==> config.mk <==
export PLATFORM = sky130hd
export DESIGN_NAME = mcpi_top
export DESIGN_NICKNAME = d
export VERILOG_FILES = /design/src/verilog/mcpi_pkg.sv /design/src/verilog/mcpi_top.sv /design/src/verilog/mcpi_pin_sync.sv
export SDC_FILE = /design/constraint.sdc
export NUM_CORES = 1
export LEC_CHECK = 0
export BUFFER_PORTS_ARGS = -buffer_cell sky130_fd_sc_hd__buf_2
export CAP_MARGIN = 20
export CORE_UTILIZATION = 40
export DETAILED_ROUTE_END_ITERATION = 8
export PLACE_DENSITY = 0.71
export SLEW_MARGIN = 20
export SYNTH_ARGS = -nofsm -noshare
export SYNTH_HDL_FRONTEND = slang
export SYNTH_SLANG_ARGS = --single-unit
==> constraint.sdc <==
create_clock -name clk -period 2.15 [get_ports clk]
set_input_delay 0.1075 -clock clk [delete_from_list [all_inputs] [get_ports clk]]
set_output_delay 0.1075 -clock clk [all_outputs]
set_load 0.1 [all_outputs]
==> src/verilog/mcpi_pkg.sv <==
package mcpi_pkg;
    // Image geometry
    localparam int unsigned IMG_ADDR_W      = 3;       // Byte address within the image, 0..7
    localparam int unsigned CHANNELS        = 2;       // Motor channels in the image
    localparam int unsigned POS_W           = 16;      // Position and data word width

    // Byte offsets without word alignment
    localparam logic [2:0]  OFS_PLAIN_CMD1  = 3'h0;    // Command / condition byte, channel one
    localparam logic [2:0]  OFS_PLAIN_WRD1  = 3'h1;    // Word, channel one
    localparam logic [2:0]  OFS_PLAIN_CMD2  = 3'h3;    // Command / condition byte, channel two
    localparam logic [2:0]  OFS_PLAIN_WRD2  = 3'h4;    // Word, channel two

    // Byte offsets with word alignment
    localparam logic [2:0]  OFS_ALIGN_CMD1  = 3'h0;
    localparam logic [2:0]  OFS_ALIGN_WRD1  = 3'h2;
    localparam logic [2:0]  OFS_ALIGN_CMD2  = 3'h4;
    localparam logic [2:0]  OFS_ALIGN_WRD2  = 3'h6;

    // Command byte fields
    localparam int unsigned CB_REGCOMM      = 7;       // register_comm_select, 0 = process data mode
    localparam int unsigned CB_ERRCLR       = 6;       // Error clear, rising edge
    localparam int unsigned CB_ENABLE       = 5;       // Channel enable
    localparam int unsigned CB_VIEW         = 4;       // capture_view_select
    localparam int unsigned CB_FALL         = 3;       // falling_capture_enable
    localparam int unsigned CB_RISE         = 2;       // rising_capture_enable
    localparam int unsigned CB_PRESET       = 1;       // position_preset_strobe, rising edge
    localparam int unsigned CB_DECAY        = 0;       // mixed_decay_disable

    // Condition byte fields
    localparam int unsigned SB_REGCOMM      = 7;       // Mode acknowledge
    localparam int unsigned SB_ERROR        = 6;
    localparam int unsigned SB_WARN         = 5;
    localparam int unsigned SB_READY        = 4;
    localparam int unsigned SB_VIEWACK      = 3;       // capture_view_ack
    localparam int unsigned SB_CAPVALID     = 2;       // capture_valid
    localparam int unsigned SB_PRESETDONE   = 1;       // preset_done
    localparam int unsigned SB_AUX          = 0;       // aux_input_one level

    // Reset values
    localparam logic [7:0]  CMD_RESET       = 8'h00;
    localparam logic [15:0] WORD_RESET      = 16'h0000;

    // Kind of image slot an address hits
    typedef enum logic [1:0] {
        SLOT_NONE,
        SLOT_BYTE,
        SLOT_WLO,
        SLOT_WHI
    } mcpi_slot_t;
endpackage : mcpi_pkg

==> src/verilog/mcpi_top.sv <==
module mcpi_top #(
    parameter int unsigned POS_W = mcpi_pkg::POS_W  // Position counter width
) (
    input  wire logic                                 clk,
    input  wire logic                                 rst,
    input  wire logic [mcpi_pkg::IMG_ADDR_W-1:0]      imgAddr,
    input  wire logic                                 imgWrEn,
    input  wire logic [7:0]                           imgWrData,
    input  wire logic                                 imgRdEn,
    output logic      [7:0]                           imgRdData,
    input  wire logic                                 imgCommit,
    input  wire logic                                 wordAlign,
    input  wire logic                                 compactImage,
    input  wire logic [mcpi_pkg::CHANNELS-1:0]        errorEvent,
    input  wire logic [mcpi_pkg::CHANNELS-1:0]        warnLevel,
    input  wire logic [mcpi_pkg::CHANNELS-1:0]        encStep,
    input  wire logic [mcpi_pkg::CHANNELS-1:0]        encUp,
    input  wire logic [POS_W-1:0]                     presetOne,
    input  wire logic [POS_W-1:0]                     presetTwo,
    input  wire logic [mcpi_pkg::CHANNELS-1:0]        captureIn,
    input  wire logic [mcpi_pkg::CHANNELS-1:0]        auxIn,
    output logic      [mcpi_pkg::CHANNELS-1:0]        bridgeEnable,
    output logic      [mcpi_pkg::CHANNELS-1:0]        staticMode,
    output logic      [POS_W-1:0]                     dutyOne,
    output logic      [POS_W-1:0]                     dutyTwo
);
    import mcpi_pkg::*;

    // Staging written by the coupler during an exchange
    logic [CHANNELS-1:0][7:0]       cmdStage_q;     // Command bytes being written
    logic [CHANNELS-1:0][POS_W-1:0] outStage_q;     // Outbound words being written

    // Committed image and previous command for edge detection
    logic [CHANNELS-1:0][7:0]       cmd_q;          // Active command bytes
    logic [CHANNELS-1:0][7:0]       cmdPrev_q;      // Command byte of the exchange before
    logic [CHANNELS-1:0][POS_W-1:0] outWord_q;      // Active outbound words
    logic                           commitSeen_q;   // One cycle after a commit

    // Channel state
    logic [CHANNELS-1:0][POS_W-1:0] pos_q;          // Position counters
    logic [CHANNELS-1:0][POS_W-1:0] capVal_q;       // Captured positions
    logic [CHANNELS-1:0]            err_q;          // Sticky error flags
    logic [CHANNELS-1:0]            capValid_q;     // capture_valid
    logic [CHANNELS-1:0]            presetDone_q;   // preset_done

    // Synchronised pins
    logic [CHANNELS-1:0]            capRise;        // Capture pin rising edge
    logic [CHANNELS-1:0]            capFall;        // Capture pin falling edge
    logic [CHANNELS-1:0]            auxLevel;       // Aux pin level

    // Decode and derived values
    mcpi_slot_t                     slot;           // Slot kind of imgAddr
    logic                           slotCh;         // Channel of imgAddr
    logic [CHANNELS-1:0]            procMode;       // Process data mode per channel
    logic [CHANNELS-1:0]            clrEdge;        // Error clear edge this cycle
    logic [CHANNELS-1:0]            presetEdge;     // Preset edge this cycle
    logic [CHANNELS-1:0][7:0]       status;         // Condition bytes
    logic [CHANNELS-1:0][POS_W-1:0] inWord;         // Inbound words
    logic [CHANNELS-1:0][POS_W-1:0] presetVal;      // Preset per channel

    assign presetVal[0] = presetOne;
    assign presetVal[1] = presetTwo;

    // Pin synchronisers, one capture and one aux pin per channel
    for (genvar c = 0; c < CHANNELS; c++) begin : g_pins
        mcpi_pin_sync u_cap (
            .clk       (clk),
            .rst       (rst),
            .pinIn     (captureIn[c]),
            .level     (),
            .risePulse (capRise[c]),
            .fallPulse (capFall[c])
        );
        mcpi_pin_sync u_aux (
            .clk       (clk),
            .rst       (rst),
            .pinIn     (auxIn[c]),
            .level     (auxLevel[c]),
            .risePulse (),
            .fallPulse ()
        );
    end

    // Address decode; alignment only moves the slots
    always_comb begin
        slot   = SLOT_NONE;
        slotCh = 1'b0;
        if (wordAlign) begin
            case (imgAddr)
                OFS_ALIGN_CMD1:        slot = SLOT_BYTE;
                OFS_ALIGN_WRD1:        slot = SLOT_WLO;
                OFS_ALIGN_WRD1 + 3'h1: slot = SLOT_WHI;
                OFS_ALIGN_CMD2: begin
                    slot   = SLOT_BYTE;
                    slotCh = 1'b1;
                end
                OFS_ALIGN_WRD2: begin
                    slot   = SLOT_WLO;
                    slotCh = 1'b1;
                end
                OFS_ALIGN_WRD2 + 3'h1: begin
                    slot   = SLOT_WHI;
                    slotCh = 1'b1;
                end
                default:               slot = SLOT_NONE;
            endcase
        end else begin
            case (imgAddr)
                OFS_PLAIN_CMD1:        slot = SLOT_BYTE;
                OFS_PLAIN_WRD1:        slot = SLOT_WLO;
                OFS_PLAIN_WRD1 + 3'h1: slot = SLOT_WHI;
                OFS_PLAIN_CMD2: begin
                    slot   = SLOT_BYTE;
                    slotCh = 1'b1;
                end
                OFS_PLAIN_WRD2: begin
                    slot   = SLOT_WLO;
                    slotCh = 1'b1;
                end
                OFS_PLAIN_WRD2 + 3'h1: begin
                    slot   = SLOT_WHI;
                    slotCh = 1'b1;
                end
                default:               slot = SLOT_NONE;
            endcase
        end
    end

    // Coupler writes into staging; command bytes accepted in both forms
    always_ff @(posedge clk) begin
        if (rst) begin
            cmdStage_q <= '0;
            outStage_q <= '0;
        end else if (imgWrEn) begin
            case (slot)
                SLOT_BYTE: cmdStage_q[slotCh]       <= imgWrData;
                SLOT_WLO:  outStage_q[slotCh][7:0]  <= imgWrData;
                SLOT_WHI:  outStage_q[slotCh][15:8] <= imgWrData;
                default:   ;                                       // Unmapped write ignored
            endcase
        end
    end

    // Commit at end of exchange; previous byte kept so edges compare
    // whole exchanges, not individual byte writes
    always_ff @(posedge clk) begin
        if (rst) begin
            cmd_q        <= '0;
            cmdPrev_q    <= '0;
            outWord_q    <= '0;
            commitSeen_q <= 1'b0;
        end else begin
            commitSeen_q <= imgCommit;
            if (imgCommit) begin
                cmdPrev_q <= cmd_q;
                cmd_q     <= cmdStage_q;
                outWord_q <= outStage_q;
            end
        end
    end

    // Flags count only in process data mode; edges only right after commit
    always_comb begin
        for (int c = 0; c < CHANNELS; c++) begin
            procMode[c]   = !cmd_q[c][CB_REGCOMM];
            clrEdge[c]    = commitSeen_q && procMode[c] && cmd_q[c][CB_ERRCLR]
                            && !cmdPrev_q[c][CB_ERRCLR];
            presetEdge[c] = commitSeen_q && procMode[c] && cmd_q[c][CB_PRESET]
                            && !cmdPrev_q[c][CB_PRESET];
        end
    end

    // Error flags: a new error in the clearing cycle wins
    always_ff @(posedge clk) begin
        if (rst) begin
            err_q <= '0;
        end else begin
            for (int c = 0; c < CHANNELS; c++) begin
                if (errorEvent[c]) begin
                    err_q[c] <= 1'b1;
                end else if (clrEdge[c]) begin
                    err_q[c] <= 1'b0;
                end
            end
        end
    end

    // Position counters, preset has priority over counting
    always_ff @(posedge clk) begin
        if (rst) begin
            pos_q        <= '0;
            presetDone_q <= '0;
        end else begin
            for (int c = 0; c < CHANNELS; c++) begin
                if (presetEdge[c]) begin
                    pos_q[c]        <= presetVal[c];
                    presetDone_q[c] <= 1'b1;
                end else begin
                    if (encStep[c]) begin
                        pos_q[c] <= encUp[c] ? pos_q[c] + 1'b1 : pos_q[c] - 1'b1;
                    end
                    if (!cmd_q[c][CB_PRESET]) begin
                        presetDone_q[c] <= 1'b0;      // Acknowledge drops with the strobe
                    end
                end
            end
        end
    end

    // Capture: rising enable excludes falling capture entirely
    always_ff @(posedge clk) begin
        if (rst) begin
            capVal_q   <= '0;
            capValid_q <= '0;
        end else begin
            for (int c = 0; c < CHANNELS; c++) begin
                if (procMode[c] && cmd_q[c][CB_RISE]) begin
                    if (capRise[c]) begin
                        capVal_q[c]   <= pos_q[c];
                        capValid_q[c] <= 1'b1;
                    end
                end else if (procMode[c] && cmd_q[c][CB_FALL]) begin
                    if (capFall[c]) begin
                        capVal_q[c]   <= pos_q[c];
                        capValid_q[c] <= 1'b1;
                    end
                end else begin
                    capValid_q[c] <= 1'b0;          // Disarmed: old value no longer valid
                end
            end
        end
    end

    // Condition bytes and inbound words, same layout for each channel
    always_comb begin
        for (int c = 0; c < CHANNELS; c++) begin
            status[c]                = 8'h00;
            status[c][SB_REGCOMM]    = cmd_q[c][CB_REGCOMM];
            status[c][SB_ERROR]      = err_q[c];
            status[c][SB_WARN]       = warnLevel[c];
            status[c][SB_READY]      = cmd_q[c][CB_ENABLE] && procMode[c] && !err_q[c];
            status[c][SB_VIEWACK]    = cmd_q[c][CB_VIEW] && capValid_q[c];
            status[c][SB_CAPVALID]   = capValid_q[c];
            status[c][SB_PRESETDONE] = presetDone_q[c];
            status[c][SB_AUX]        = auxLevel[c];
            inWord[c]                = status[c][SB_VIEWACK] ? capVal_q[c] : pos_q[c];
        end
    end

    // Registered read; compact form carries no inbound data
    always_ff @(posedge clk) begin
        if (rst) begin
            imgRdData <= 8'h00;
        end else if (imgRdEn) begin
            if (compactImage) begin
                imgRdData <= 8'h00;
            end else begin
                case (slot)
                    SLOT_BYTE: imgRdData <= status[slotCh];
                    SLOT_WLO:  imgRdData <= inWord[slotCh][7:0];
                    SLOT_WHI:  imgRdData <= inWord[slotCh][15:8];
                    default:   imgRdData <= 8'h00;
                endcase
            end
        end
    end

    // Bridge drive; disabled or faulted channel stays off
    always_ff @(posedge clk) begin
        if (rst) begin
            bridgeEnable <= '0;
            staticMode   <= '0;
            dutyOne      <= WORD_RESET;
            dutyTwo      <= WORD_RESET;
        end else begin
            for (int c = 0; c < CHANNELS; c++) begin
                bridgeEnable[c] <= status[c][SB_READY];
                staticMode[c]   <= status[c][SB_READY] && cmd_q[c][CB_DECAY];
            end
            dutyOne <= status[0][SB_READY] ? outWord_q[0] : WORD_RESET;
            dutyTwo <= status[1][SB_READY] ? outWord_q[1] : WORD_RESET;
        end
    end
endmodule : mcpi_top

==> src/verilog/mcpi_pin_sync.sv <==
module mcpi_pin_sync (
    input  wire logic clk,
    input  wire logic rst,
    input  wire logic pinIn,
    output logic      level,
    output logic      risePulse,
    output logic      fallPulse
);
    logic s1_q;  // First stage, read only by second stage
    logic s2_q;  // Second stage
    logic s3_q;  // Third stage

    // Three-flop chain against metastability
    always_ff @(posedge clk) begin
        if (rst) begin
            s1_q <= 1'b0;
            s2_q <= 1'b0;
            s3_q <= 1'b0;
        end else begin
            s1_q <= pinIn;
            s2_q <= s1_q;
            s3_q <= s2_q;
        end
    end

    // Level moves only once the last two stages agree
    always_ff @(posedge clk) begin
        if (rst) begin
            level     <= 1'b0;
            risePulse <= 1'b0;
            fallPulse <= 1'b0;
        end else begin
            risePulse <= (s2_q == s3_q) && s3_q && !level;
            fallPulse <= (s2_q == s3_q) && !s3_q && level;
            if (s2_q == s3_q) begin
                level <= s3_q;
            end
        end
    end
endmodule : mcpi_pin_sync

==> results of run 1 <==
==> worst min-delay path, cell delays in order <==
cell and delay [ns]:
buf_2 0.11, nor2_1 0.10, or3_1 0.12, o311ai_2 0.08
==> sequential cells by signal (all words and copies together), names as in the netlist, 4 cells and up <==
| name | cells |
|---|---|
| dutyOne | 16 |
| dutyTwo | 16 |
| imgRdData | 8 |
| pos_q | 32 |
| cmd_q | 16 |
| outWord_q | 32 |
| cmdPrev_q | 4 |
| cmdStage_q | 16 |
| outStage_q | 32 |
| capVal_q | 32 |
==> Yosys cell counts, types with 3 or more instances <==
library cell | instances | share of area (%)
o21ai_0 | 16 | 0.76
o21bai_1 | 3 | 0.21
or3_1 | 8 | 0.47
a221oi_1 | 3 | 0.25
nor3b_1 | 3 | 0.21
buf_1 | 10 | 0.36
buf_4 | 3 | 0.21
a21oi_1 | 65 | 3.1
o21ai_1 | 8 | 0.38
and3_1 | 4 | 0.24
nor2_1 | 155 | 5.5
mux2i_1 | 153 | 14
nand2_1 | 81 | 2.9
and2_1 | 36 | 2.1
a21o_1 | 15 | 1.1
inv_1 | 20 | 0.71
nor4b_1 | 3 | 0.25
a31oi_1 | 11 | 0.65
o2111ai_1 | 3 | 0.25
dfxtp_1 | 235 | 45
xor2_1 | 5 | 0.41
clkbuf_1 | 32 | 1.1
xnor2_1 | 19 | 1.6
a211oi_1 | 28 | 2.0
a21oi_2 | 3 | 0.25
buf_2 | 16 | 0.76
nor3_1 | 8 | 0.38
nand2b_1 | 4 | 0.24
a222oi_1 | 3 | 0.28
a311oi_1 | 3 | 0.25
nand4_1 | 4 | 0.24
nand4bb_1 | 4 | 0.43
o211ai_1 | 11 | 0.78
ha_1 | 32 | 3.8
mux2_2 | 6 | 0.64
nand3_1 | 29 | 1.4
nor2b_1 | 13 | 0.77
==> cells in the final DEF (no fill, tap or decap), types with 11 or more instances in the layout <==
| cell type | instances |
|---|---|
| mux2i_1 | 153 |
| a21o_1 | 15 |
| a21oi_1 | 63 |
| a211oi_1 | 27 |
| nand2_1 | 80 |
| nand3_1 | 29 |
| ha_1 | 32 |
| o211ai_1 | 11 |
| clkbuf_16 | 25 |
| dfxtp_1 | 234 |
| buf_4 | 91 |
| xnor2_1 | 19 |
| inv_1 | 19 |
| dlygate4sd3_1 | 49 |
| nor2_1 | 154 |
| buf_2 | 104 |
| o21ai_0 | 16 |
| nor2b_1 | 13 |
| and2_1 | 36 |
==> timing repair <==
item                                   4_1_cts  5_1_grt
pin swaps                                    0        3
hold buffers                                49        0
endpoints found under the hold margin       95        0
setup endpoints to repair                   13        6
gates resized for setup                      2        8
==> per-stage QoR <==
step	hold slack (ns)	setup WS, ns	TNS (ns)
global route	0.0663	0.000205	0
CTS	0.0267	0.0178	0
global placement	0.317	-0.0935	-0.315
floorplan	0.225	0.0158	0
finish	0.0394	0.0907	0
detailed placement	0.320	-0.142	-0.778
==> layer usage <==
metal  part of all wire, %  routed length, um
met4                   3.1                836
met5                     0                  0
met2                    47              12400
met3                   4.4               1170
met1                    46              12200
==> power groups by stage <==
stage                     Combinational, W  Clock (W)  Sequential, W
final                              0.00200    0.00453        0.00461
after global routing               0.00219    0.00480        0.00462
after CTS                          0.00197    0.00460        0.00460
after detailed placement           0.00188          0        0.00470
after global placement             0.00186          0        0.00470
after floorplan                    0.00117          0        0.00470
==> kinds of logic (layout without fill, tap and decap cells) <==
group / count (synthesis) / count (layout) / synth area share (%)
adder cells (fa/ha/maj): 34 / 34 / 4.17
multiplexers: 161 / 161 / 15.3
AO/OA/AOI/OAI: 206 / 206 / 13.8
AND/OR/NAND/NOR: 371 / 371 / 16.8
XOR/XNOR: 24 / 24 / 1.99
buffers and inverters: 85 / 316 / 3.46
flip-flops: 235 / 235 / 44.5
==> layout make-up <==
class / count / area share (%)
repair buffers: 249 / 13.3
clock inverters: 12 / 1.24
inverters: 22 / 0.643
well taps: 335 / 3.12
clock buffers: 33 / 5.26
flip-flops and latches: 235 / 35.1
multi-input cells: 796 / 41.4
==> worst max path at each step <==
stage | from | endpoint | slack, ns | cells past startpoint
after global placement | encUp[0] | pos_q[14]$_SDFFE_PP0P_ | -0.09 | 9
after detailed placement | encUp[0] | pos_q[14]$_SDFFE_PP0P_ | -0.14 | 9
after global routing | pos_q[20]$_SDFFE_PP0P_ | pos_q[28]$_SDFFE_PP0P_ | 0.0002 | 8
after CTS | pos_q[0]$_SDFFE_PP0P_ | pos_q[14]$_SDFFE_PP0P_ | 0.02 | 7
after floorplan | encUp[0] | pos_q[14]$_SDFFE_PP0P_ | 0.02 | 8
final | pos_q[0]$_SDFFE_PP0P_ | pos_q[14]$_SDFFE_PP0P_ | 0.09 | 7
==> run metrics, run 1 <==
outcome=complete, no violations; Logic pwr share=around 18%; Die Area=27100 um2; switching portion of total power=roughly a quarter; slowest CP cell=fa_2; Post-synth top flop=dfxtp_1; Clk network pwr share=40.7%; Min-Delay Endpoint=pos_q[31]$_SDFFE_PP0P_; Critical Path Start Type=flip-flop; Critical Path RT=~2.6 ns; Final Power=between 0.01 and 0.015 W; P_sw=~0.0030 W; Post-Route Utilization=slightly above 50%; CTS tree=yes; cts bufs inserted=25; placed inst area=roughly 12000 um2; initial antenna violation count=0; CTS max path bufs=3; DRC=0; synth unique cells=between 80 and 90; layout cells sized above 1=between 20% and 30%; Register-to-Register Path Depth=7; hold depth=4; flops & latches, synth=between 200 and 250; first-pass GRT wire length=42200 um; Cell Rows=59; pin count of the biggest net entering global routing=46; fin cells=approximately 1700; Chip Width=between 150 and 200 um; Crit path buffers/inverters=0; GR Util met3=under 10%; CP peak stage delay=roughly 0.36 ns; Final setup violation count=0; Syn Inst Count=roughly 1100; worst skew pair latency=0.53 ns; Detail Placement HPWL=18500 um; dpl cells=around 1600; Area Overhead vs Synth=27.0%; n_diodes=0; power density over the cells=~830 nW/um2; sequential share of power=~41%; mapped cell area=around 11000 um2; Post-CTS Setup Inserts=0; Final Max Tran Viols=0; gr ovfl total=0; HP Start=presetTwo[15]; Final nets=approximately 1400; Worst-path clk slew=0.06 ns; reg2reg setup slack=about 0.091 ns; leakage power=between 5 and 6 nW; fin crit share=between 90 and 100%; Crit Reg-Reg Endpoint=pos_q[14]$_SDFFE_PP0P_; busiest grt layer=met2; register area=roughly 4700 um2; Max Clock Skew=approximately 0.009 ns; post-synthesis sequential area ratio=approximately 45%; Syn. warnings=0; hold crit path type=input pin to flip-flop; worst-path cell chain=fa_2 > a21o_2 > a311oi_2 > o21bai_1 > a41o_1 > a41o_1 > nor3b_2; min Tclk post-route=a little over 2 ns; starting density of the core=40.7%; Fill cells=~2400; synthesized area per cell=about 9.5 um2; cell area after layout=~13000 um2; met1 usage=between 20% and 30%; critical path arrival=between 2 and 2.5 ns; Clock Sinks=between 200 and 250; final hold vios=0; Crit Path Max Fanout=3; met2 Usage GRT=between 30% and 40%; global placement routability congestion=roughly 0.90; share of synthesized flip-flops with an asynchronous set or reset=0%; Pre-antenna DRT Iters=6; unrepaired setup endpoints after global routing=no; worst-margin pin slew=a little under 0.7 ns; io pins=between 100 and 150; CP Capture Type=flip-flop; Worst R2R Start=pos_q[0]$_SDFFE_PP0P_; H-tree depth=1; Synth Net Count=roughly 1200; max capacitance violation total=0; Max IR drop VDD=0.000885 V; total length of routed wires=roughly 27000 um; Slew headroom=54.1%; area of the multi-input gates=between 5000 and 6000 um2; crit path kind=flip-flop to flip-flop; Internal=0.00817 W; Die Ht=165 um; drt initial violations=around 510; Vias=approximately 8700; Post-synth EDFFs=0; core area=~26000 um2; wire length per cell=between 15 and 20 um; Via density=around 5.2; Crit path top cell by count=a41o_1; fmax=around 490 MHz; clk root buf=clkbuf_16; number of port buffers=105; ANT nets after route=0; vias in the first global route=between 8000 and 9000; gr usage total=approximately a fifth; Top delay family on crit path=compound AO/OA/AOI/OAI gates
No activity file was read; power rests on OpenSTA's default activity.
==> inputs of run 2 (changes only) <==
Settings changed: ABC_AREA set to 1.
==> run 2 against run 1 <==
Critical path depth grew 8. Largest power group is now the clock network. Global-route usage grew 0.39 points. Clock power increased by 4.9%. Largest cell class unchanged. Synthesized cell count is 43% higher. Routed wire length grew 6.2%.
==> run metrics, run 2 <==
Final setup violation count=0; slowest CP cell=dlygate4sd3_1; Post-synth EDFFs=0; flops & latches, synth=about 240; leakage power=between 6 and 7 nW; outcome=complete, no violations; CTS max path bufs=3; starting density of the core=around two fifths; ANT nets after route=0; synth unique cells=41; hold crit path type=input pin to flip-flop; post-synthesis sequential area ratio=a little over two fifths; wire length per cell=about 13 um; Max IR drop VDD=0.000553 V; clk root buf=clkbuf_16; gr usage total=19.9%; Final Max Tran Viols=0; total length of routed wires=around 28000 um; Via density=4.88; min Tclk post-route=1.95 ns; share of synthesized flip-flops with an asynchronous set or reset=0%; Area Overhead vs Synth=21.1%; final hold vios=0; DRC=0; vias in the first global route=approximately 9600; number of port buffers=roughly 110; gr ovfl total=0; Pre-antenna DRT Iters=4; Yosys top cell by area=dfxtp_1; Crit Path Max Fanout=9; critical path arrival=2.36 ns; power density over the cells=846 nW/um2; Syn Inst Count=between 1500 and 2000; synthesized area per cell=6.93 um2; initial antenna violation count=0; Max Clock Skew=around 0.011 ns; Post-Route Utilization=between 40% and 50%; crit path kind=input pin to flip-flop; Crit Reg-Reg Endpoint=pos_q[0]$_SDFFE_PP0P_; CP peak stage delay=~0.52 ns; Clock Sinks=235; reg2reg setup slack=0.26 ns; Worst-path clk slew=roughly 0.060 ns; leading cell type by number of instances after synthesis=nand2_1; n_diodes=0; Commonest cells post-synth=nand2_1 (384), dfxtp_1 (235), nor2_1 (210); Die Area=28300 um2; core area=roughly 27000 um2; Register-to-Register Path Depth=6; Post-synth top flop=dfxtp_1; leading cell type in the layout, fill and taps excluded=nand2_1; max capacitance violation total=0; mapped cell area=~11000 um2; Detail Placement HPWL=roughly 19000 um; unrepaired setup endpoints after global routing=no; Setup TNS=0 ns; Syn. warnings=0; CTS tree=yes; cts bufs inserted=26; first-pass GRT wire length=46600 um; Chip Width=around 170 um; layout cells sized above 1=around 13%; Worst R2R Start=cmd_q[7]$_SDFFE_PP0P_; CP Capture Type=flip-flop; H-tree depth=1; worst skew pair latency=between 0.5 and 0.6 ns; worst setup path end=pos_q[29]$_SDFFE_PP0P_; Cell Rows=60; global placement routability congestion=0.902; Slew headroom=a little under three fifths; Crit path top cell by count=nand2_1; worst-path cell chain=dlygate4sd3_1 > buf_2 > clkinvlp_4 > buf_4 > buf_4 > ha_1 > nand2_1 > nor2_1 > nand2_1 > nand3_1 > nand2_1 > nand3_1 > nand3_1 > nand2_1 > a21oi_1; Final nets=around 1800; CP startpoint=encUp[1]; Die Ht=about 170 um; top cell type's share of synthesized area=between 40% and 50%; most frequent cells in the layout=nand2_1 (384), dfxtp_1 (235), nor2_1 (210); largest cells by area after synthesis=dfxtp_1 (43%), nand2_1 (13%), o21ai_0 (7.4%), nor2_1 (7.1%), inv_1 (6.3%); Critical Path Start Type=input pin; Critical Path RT=about 2.6 ns; drt initial violations=613; pin count of the biggest net entering global routing=53; Synth Net Count=1690; Vias=10300; io pins=106; worst-margin pin slew=around 0.66 ns; fin crit share=90.8%; fmax=around 500 MHz
-- run 2: report_power, final --
group          internal, W  switching [W]  leakage (nW)
sequential         0.00456       0.000147          1.92
clock              0.00292        0.00183         0.451
combinational     0.000679        0.00118          3.98
total              0.00816        0.00316          6.35
-- run 2: through the flow --
stage	power, W	hold slack, ns	area [um2]	worst slack (ns)	instances
3_5_place_dp	0.00656	0.314	11900	0.0797	2004
3_3_place_gp	0.00653	0.315	11900	0.138	2004
2_1_floorplan	0.00609	0.214	11000	0.569	1594
6_report	0.0113	0.00734	13400	0.198	2105
4_1_cts	0.0114	0.00988	13300	0.0841	2100
5_1_grt	0.0119	0.0471	13400	0.0275	2105
-- run 2: logic make-up after synthesis --
kind of cell | synth area share, %
simple gates | 27.2
xor+xnor | 1.11
compound gates | 15.0
buf+inv | 9.93
mux | 0.204
fa+ha+maj | 3.99
flops | 42.6
-- run 2: worst min path at each step --
stage | slack (ns) | depth (start not counted) | from | endpoint
floorplan | 0.21 | 2 | auxIn[0] | g_pins[0].u_aux.s1_q$_SDFF_PP0_
global placement | 0.32 | 3 | auxIn[1] | g_pins[1].u_aux.s1_q$_SDFF_PP0_
detailed placement | 0.31 | 3 | auxIn[1] | g_pins[1].u_aux.s1_q$_SDFF_PP0_
CTS | 0.01 | 4 | presetOne[10] | pos_q[10]$_SDFFE_PP0P_
global route | 0.05 | 5 | presetOne[11] | pos_q[11]$_SDFFE_PP0P_
finish | 0.007 | 5 | presetOne[12] | pos_q[12]$_SDFFE_PP0P_
-- run 2: timing repair --
item,in CTS,in global routing
resized for setup,0,2
hold buffers,48,0
buffers inserted,0,5
endpoints found under the hold margin,80,0
endpoints found under the setup margin,0,9
-- run 2: worst max-delay path: cells and delay by family --
| family | cells | cell delay [ns] |
|---|---|---|
| adder cells (fa/ha/maj) | 1 | 0.28 |
| buffers and inverters | 5 | 1.17 |
| AND/OR/NAND/NOR | 8 | 0.74 |
| AO/OA/AOI/OAI | 1 | 0.05 |
-- run 2: layout make-up --
class                           count  area [um2]
Clock buffer                       35         744
Clock inverter                     13         191
Fill cell                        2689       13600
Inverter                          203         773
Multi-Input combinational cell   1092        5250
Sequential cell                   235        4700
Tap cell                          341         427
Timing Repair Buffer              186        1290
-- run 2: routing by layer --
layer | track usage (%) | up-vias | wire, um
li1 | - | 5376 | -
met1 | 26.4 | 4639 | 13300
met2 | 33.8 | 212 | 13000
met3 | 2.84 | 46 | 1260
met4 | 5.53 | 0 | 611
met5 | 0 | - | 0
==> inputs of run 3 (changes only) <==
Settings changed: CORE_ASPECT_RATIO set to 1.5.
==> run 3 against run 2 <==
Critical path depth decreased by 8. Die area about the same. Sequential share of layout area increased by 0.73 points. Register-to-register slack about the same. Combinational power about the same. Routed wire length decreased by 1.4%. Power decreased by 8.3%. Count of clock-buffer cells in the layout decreased by 3. Via count unchanged. Cell area decreased by 2.0%. Largest cell class unchanged.
==> run metrics, run 3 (same netlist as run 2, synthesis figures left out) <==
Max Clock Skew=0.0337 ns; Final Power=around 0.010 W; slowest CP cell=dlygate4sd3_1; dpl cells=roughly 2000; worst skew pair latency=roughly 0.53 ns; Worst-path clk slew=approximately 0.060 ns; Detail Placement HPWL=roughly 20000 um; Max IR drop VDD=just over 0.0007 V; power density over the cells=approximately 790 nW/um2; cts hold-fix bufs=between 40 and 50; Post-Route Utilization=between 40% and 50%; CP Capture Type=flip-flop; gr usage total=between 20% and 30%; clk root buf=clkbuf_16; starting density of the core=about two fifths; vias in the first global route=9739; Clock Sinks=between 200 and 250; area of the multi-input gates=about 5200 um2; wire length per cell=13.3 um; total length of routed wires=approximately 28000 um; Area Overhead vs Synth=18.6%; Crit Path Max Fanout=25; CTS tree=yes; Final setup violation count=0; Setup TNS=0 ns; CP peak stage delay=roughly 0.58 ns; leakage power=6.23 nW; unrepaired setup endpoints after global routing=no; global placement routability congestion=between 0.8 and 0.9; gr ovfl total=0; Cell Rows=74; io pins=approximately 110; Die Ht=slightly above 200 um; Worst R2R Start=commitSeen_q$_SDFF_PP0_; max capacitance violation total=0; Critical Path Start Type=flip-flop; HP Start=presetTwo[13]; first-pass GRT wire length=around 46000 um; DRC=0; n_diodes=0; cts bufs inserted=23; Slew headroom=between 50% and 60%; min Tclk post-route=1.90 ns; fin cells=2093; layout cells sized above 1=11.6%; Final Max Tran Viols=0; outcome=complete, no violations; core area=roughly 27000 um2; drt initial violations=approximately 640; Final nets=about 1800; worst-margin pin slew=just over 0.6 ns; Pre-antenna DRT Iters=5; CTS max path bufs=3; Critical Path RT=~2.5 ns; leading cell type in the layout, fill and taps excluded=nand2_1; register area=~4700 um2; CP startpoint=commitSeen_q$_SDFF_PP0_; Crit path buffers/inverters=3; most frequent cells in the layout=nand2_1 (384), dfxtp_1 (235), nor2_1 (210); worst-path cell chain=inv_1 > nor2_1 > nand2_1 > buf_4 > o21ai_0 > a21oi_1 > dlygate4sd3_1; # resized after CTS=0; initial antenna violation count=1; fin crit share=88.3%; Chip Width=around 140 um; Fill cells=~2800; ANT nets after route=0; crit path kind=flip-flop to flip-flop; fmax=approximately 530 MHz; H-tree depth=1; hold crit path type=input pin to flip-flop; Via density=4.91; Top delay family on crit path=buffers and inverters; pin count of the biggest net entering global routing=107; final hold vios=0; Post-CTS Setup Inserts=0; Vias=10300; Die Area=28300 um2; number of port buffers=about 110; critical path arrival=~2.3 ns
[run 3: cell count changes in the layout (fill, tap and decap cells not counted)]
cell           before  now
clkinvlp_4          4    0
inv_6               1    2
fa_2                1    0
dlygate4sd3_1      48   47
clkbuf_1            3    7
fa_1                1    2
inv_1             184  185
bufinv_16           4    1
clkbuf_8            6    2
clkbuf_16          26   23
buf_4              30   27
clkinv_8            1    0
[run 3: tightest hold or removal path: stages]
cell,delay (ns)
buf_2,0.07
o21ai_0,0.07
inv_1,0.07
nand2_1,0.05
a21oi_1,0.10
[run 3: final cells by class]
class                      count  share of cell area (%)
tap                          342                    3.26
inverter                     203                    5.87
clock inverter                 7                   0.544
clock buffer                  32                    4.80
timing repair buffer         182                    9.60
multi-input combinational   1092                    40.0
sequential                   235                    35.9
[run 3: report_power, final]
part,total [W],switching [W],internal (W)
Combinational,0.00186,0.00118,0.000674
Sequential,0.00471,0.000145,0.00456
Clock,0.00382,0.00166,0.00216
Total,0.0104,0.00299,0.00740
[run 3: path summary, 6_finish.rpt]
path	endpoint	slack, ns	cells past startpoint
max	pos_q[16]$_SDFFE_PP0P_	0.25	7
min	pos_q[29]$_SDFFE_PP0P_	0.01	5
max reg2reg	pos_q[16]$_SDFFE_PP0P_	0.25	7
min reg2reg	g_pins[0].u_aux.s2_q$_SDFF_PP0_	0.41	2
[run 3: per-layer routing]
metal / GRT usage (%) / share of wire [%] / routed length, um
met1: 22.9 / 41 / 11500
met5: 0 / 0.047 / 13
met3: 2.32 / 3.7 / 1040
met2: 37.1 / 51 / 14100
met4: 8.70 / 4.2 / 1180
[run 3: stage by stage]
step	area [um2]	hold slack [ns]	setup WS (ns)
after detailed placement	11900	0.319	0.119
after global placement	11900	0.316	0.116
after CTS	13100	0.00775	0.271
final	13100	0.0122	0.250
after global routing	13100	0.0294	0.133
after floorplan	11000	0.214	0.569
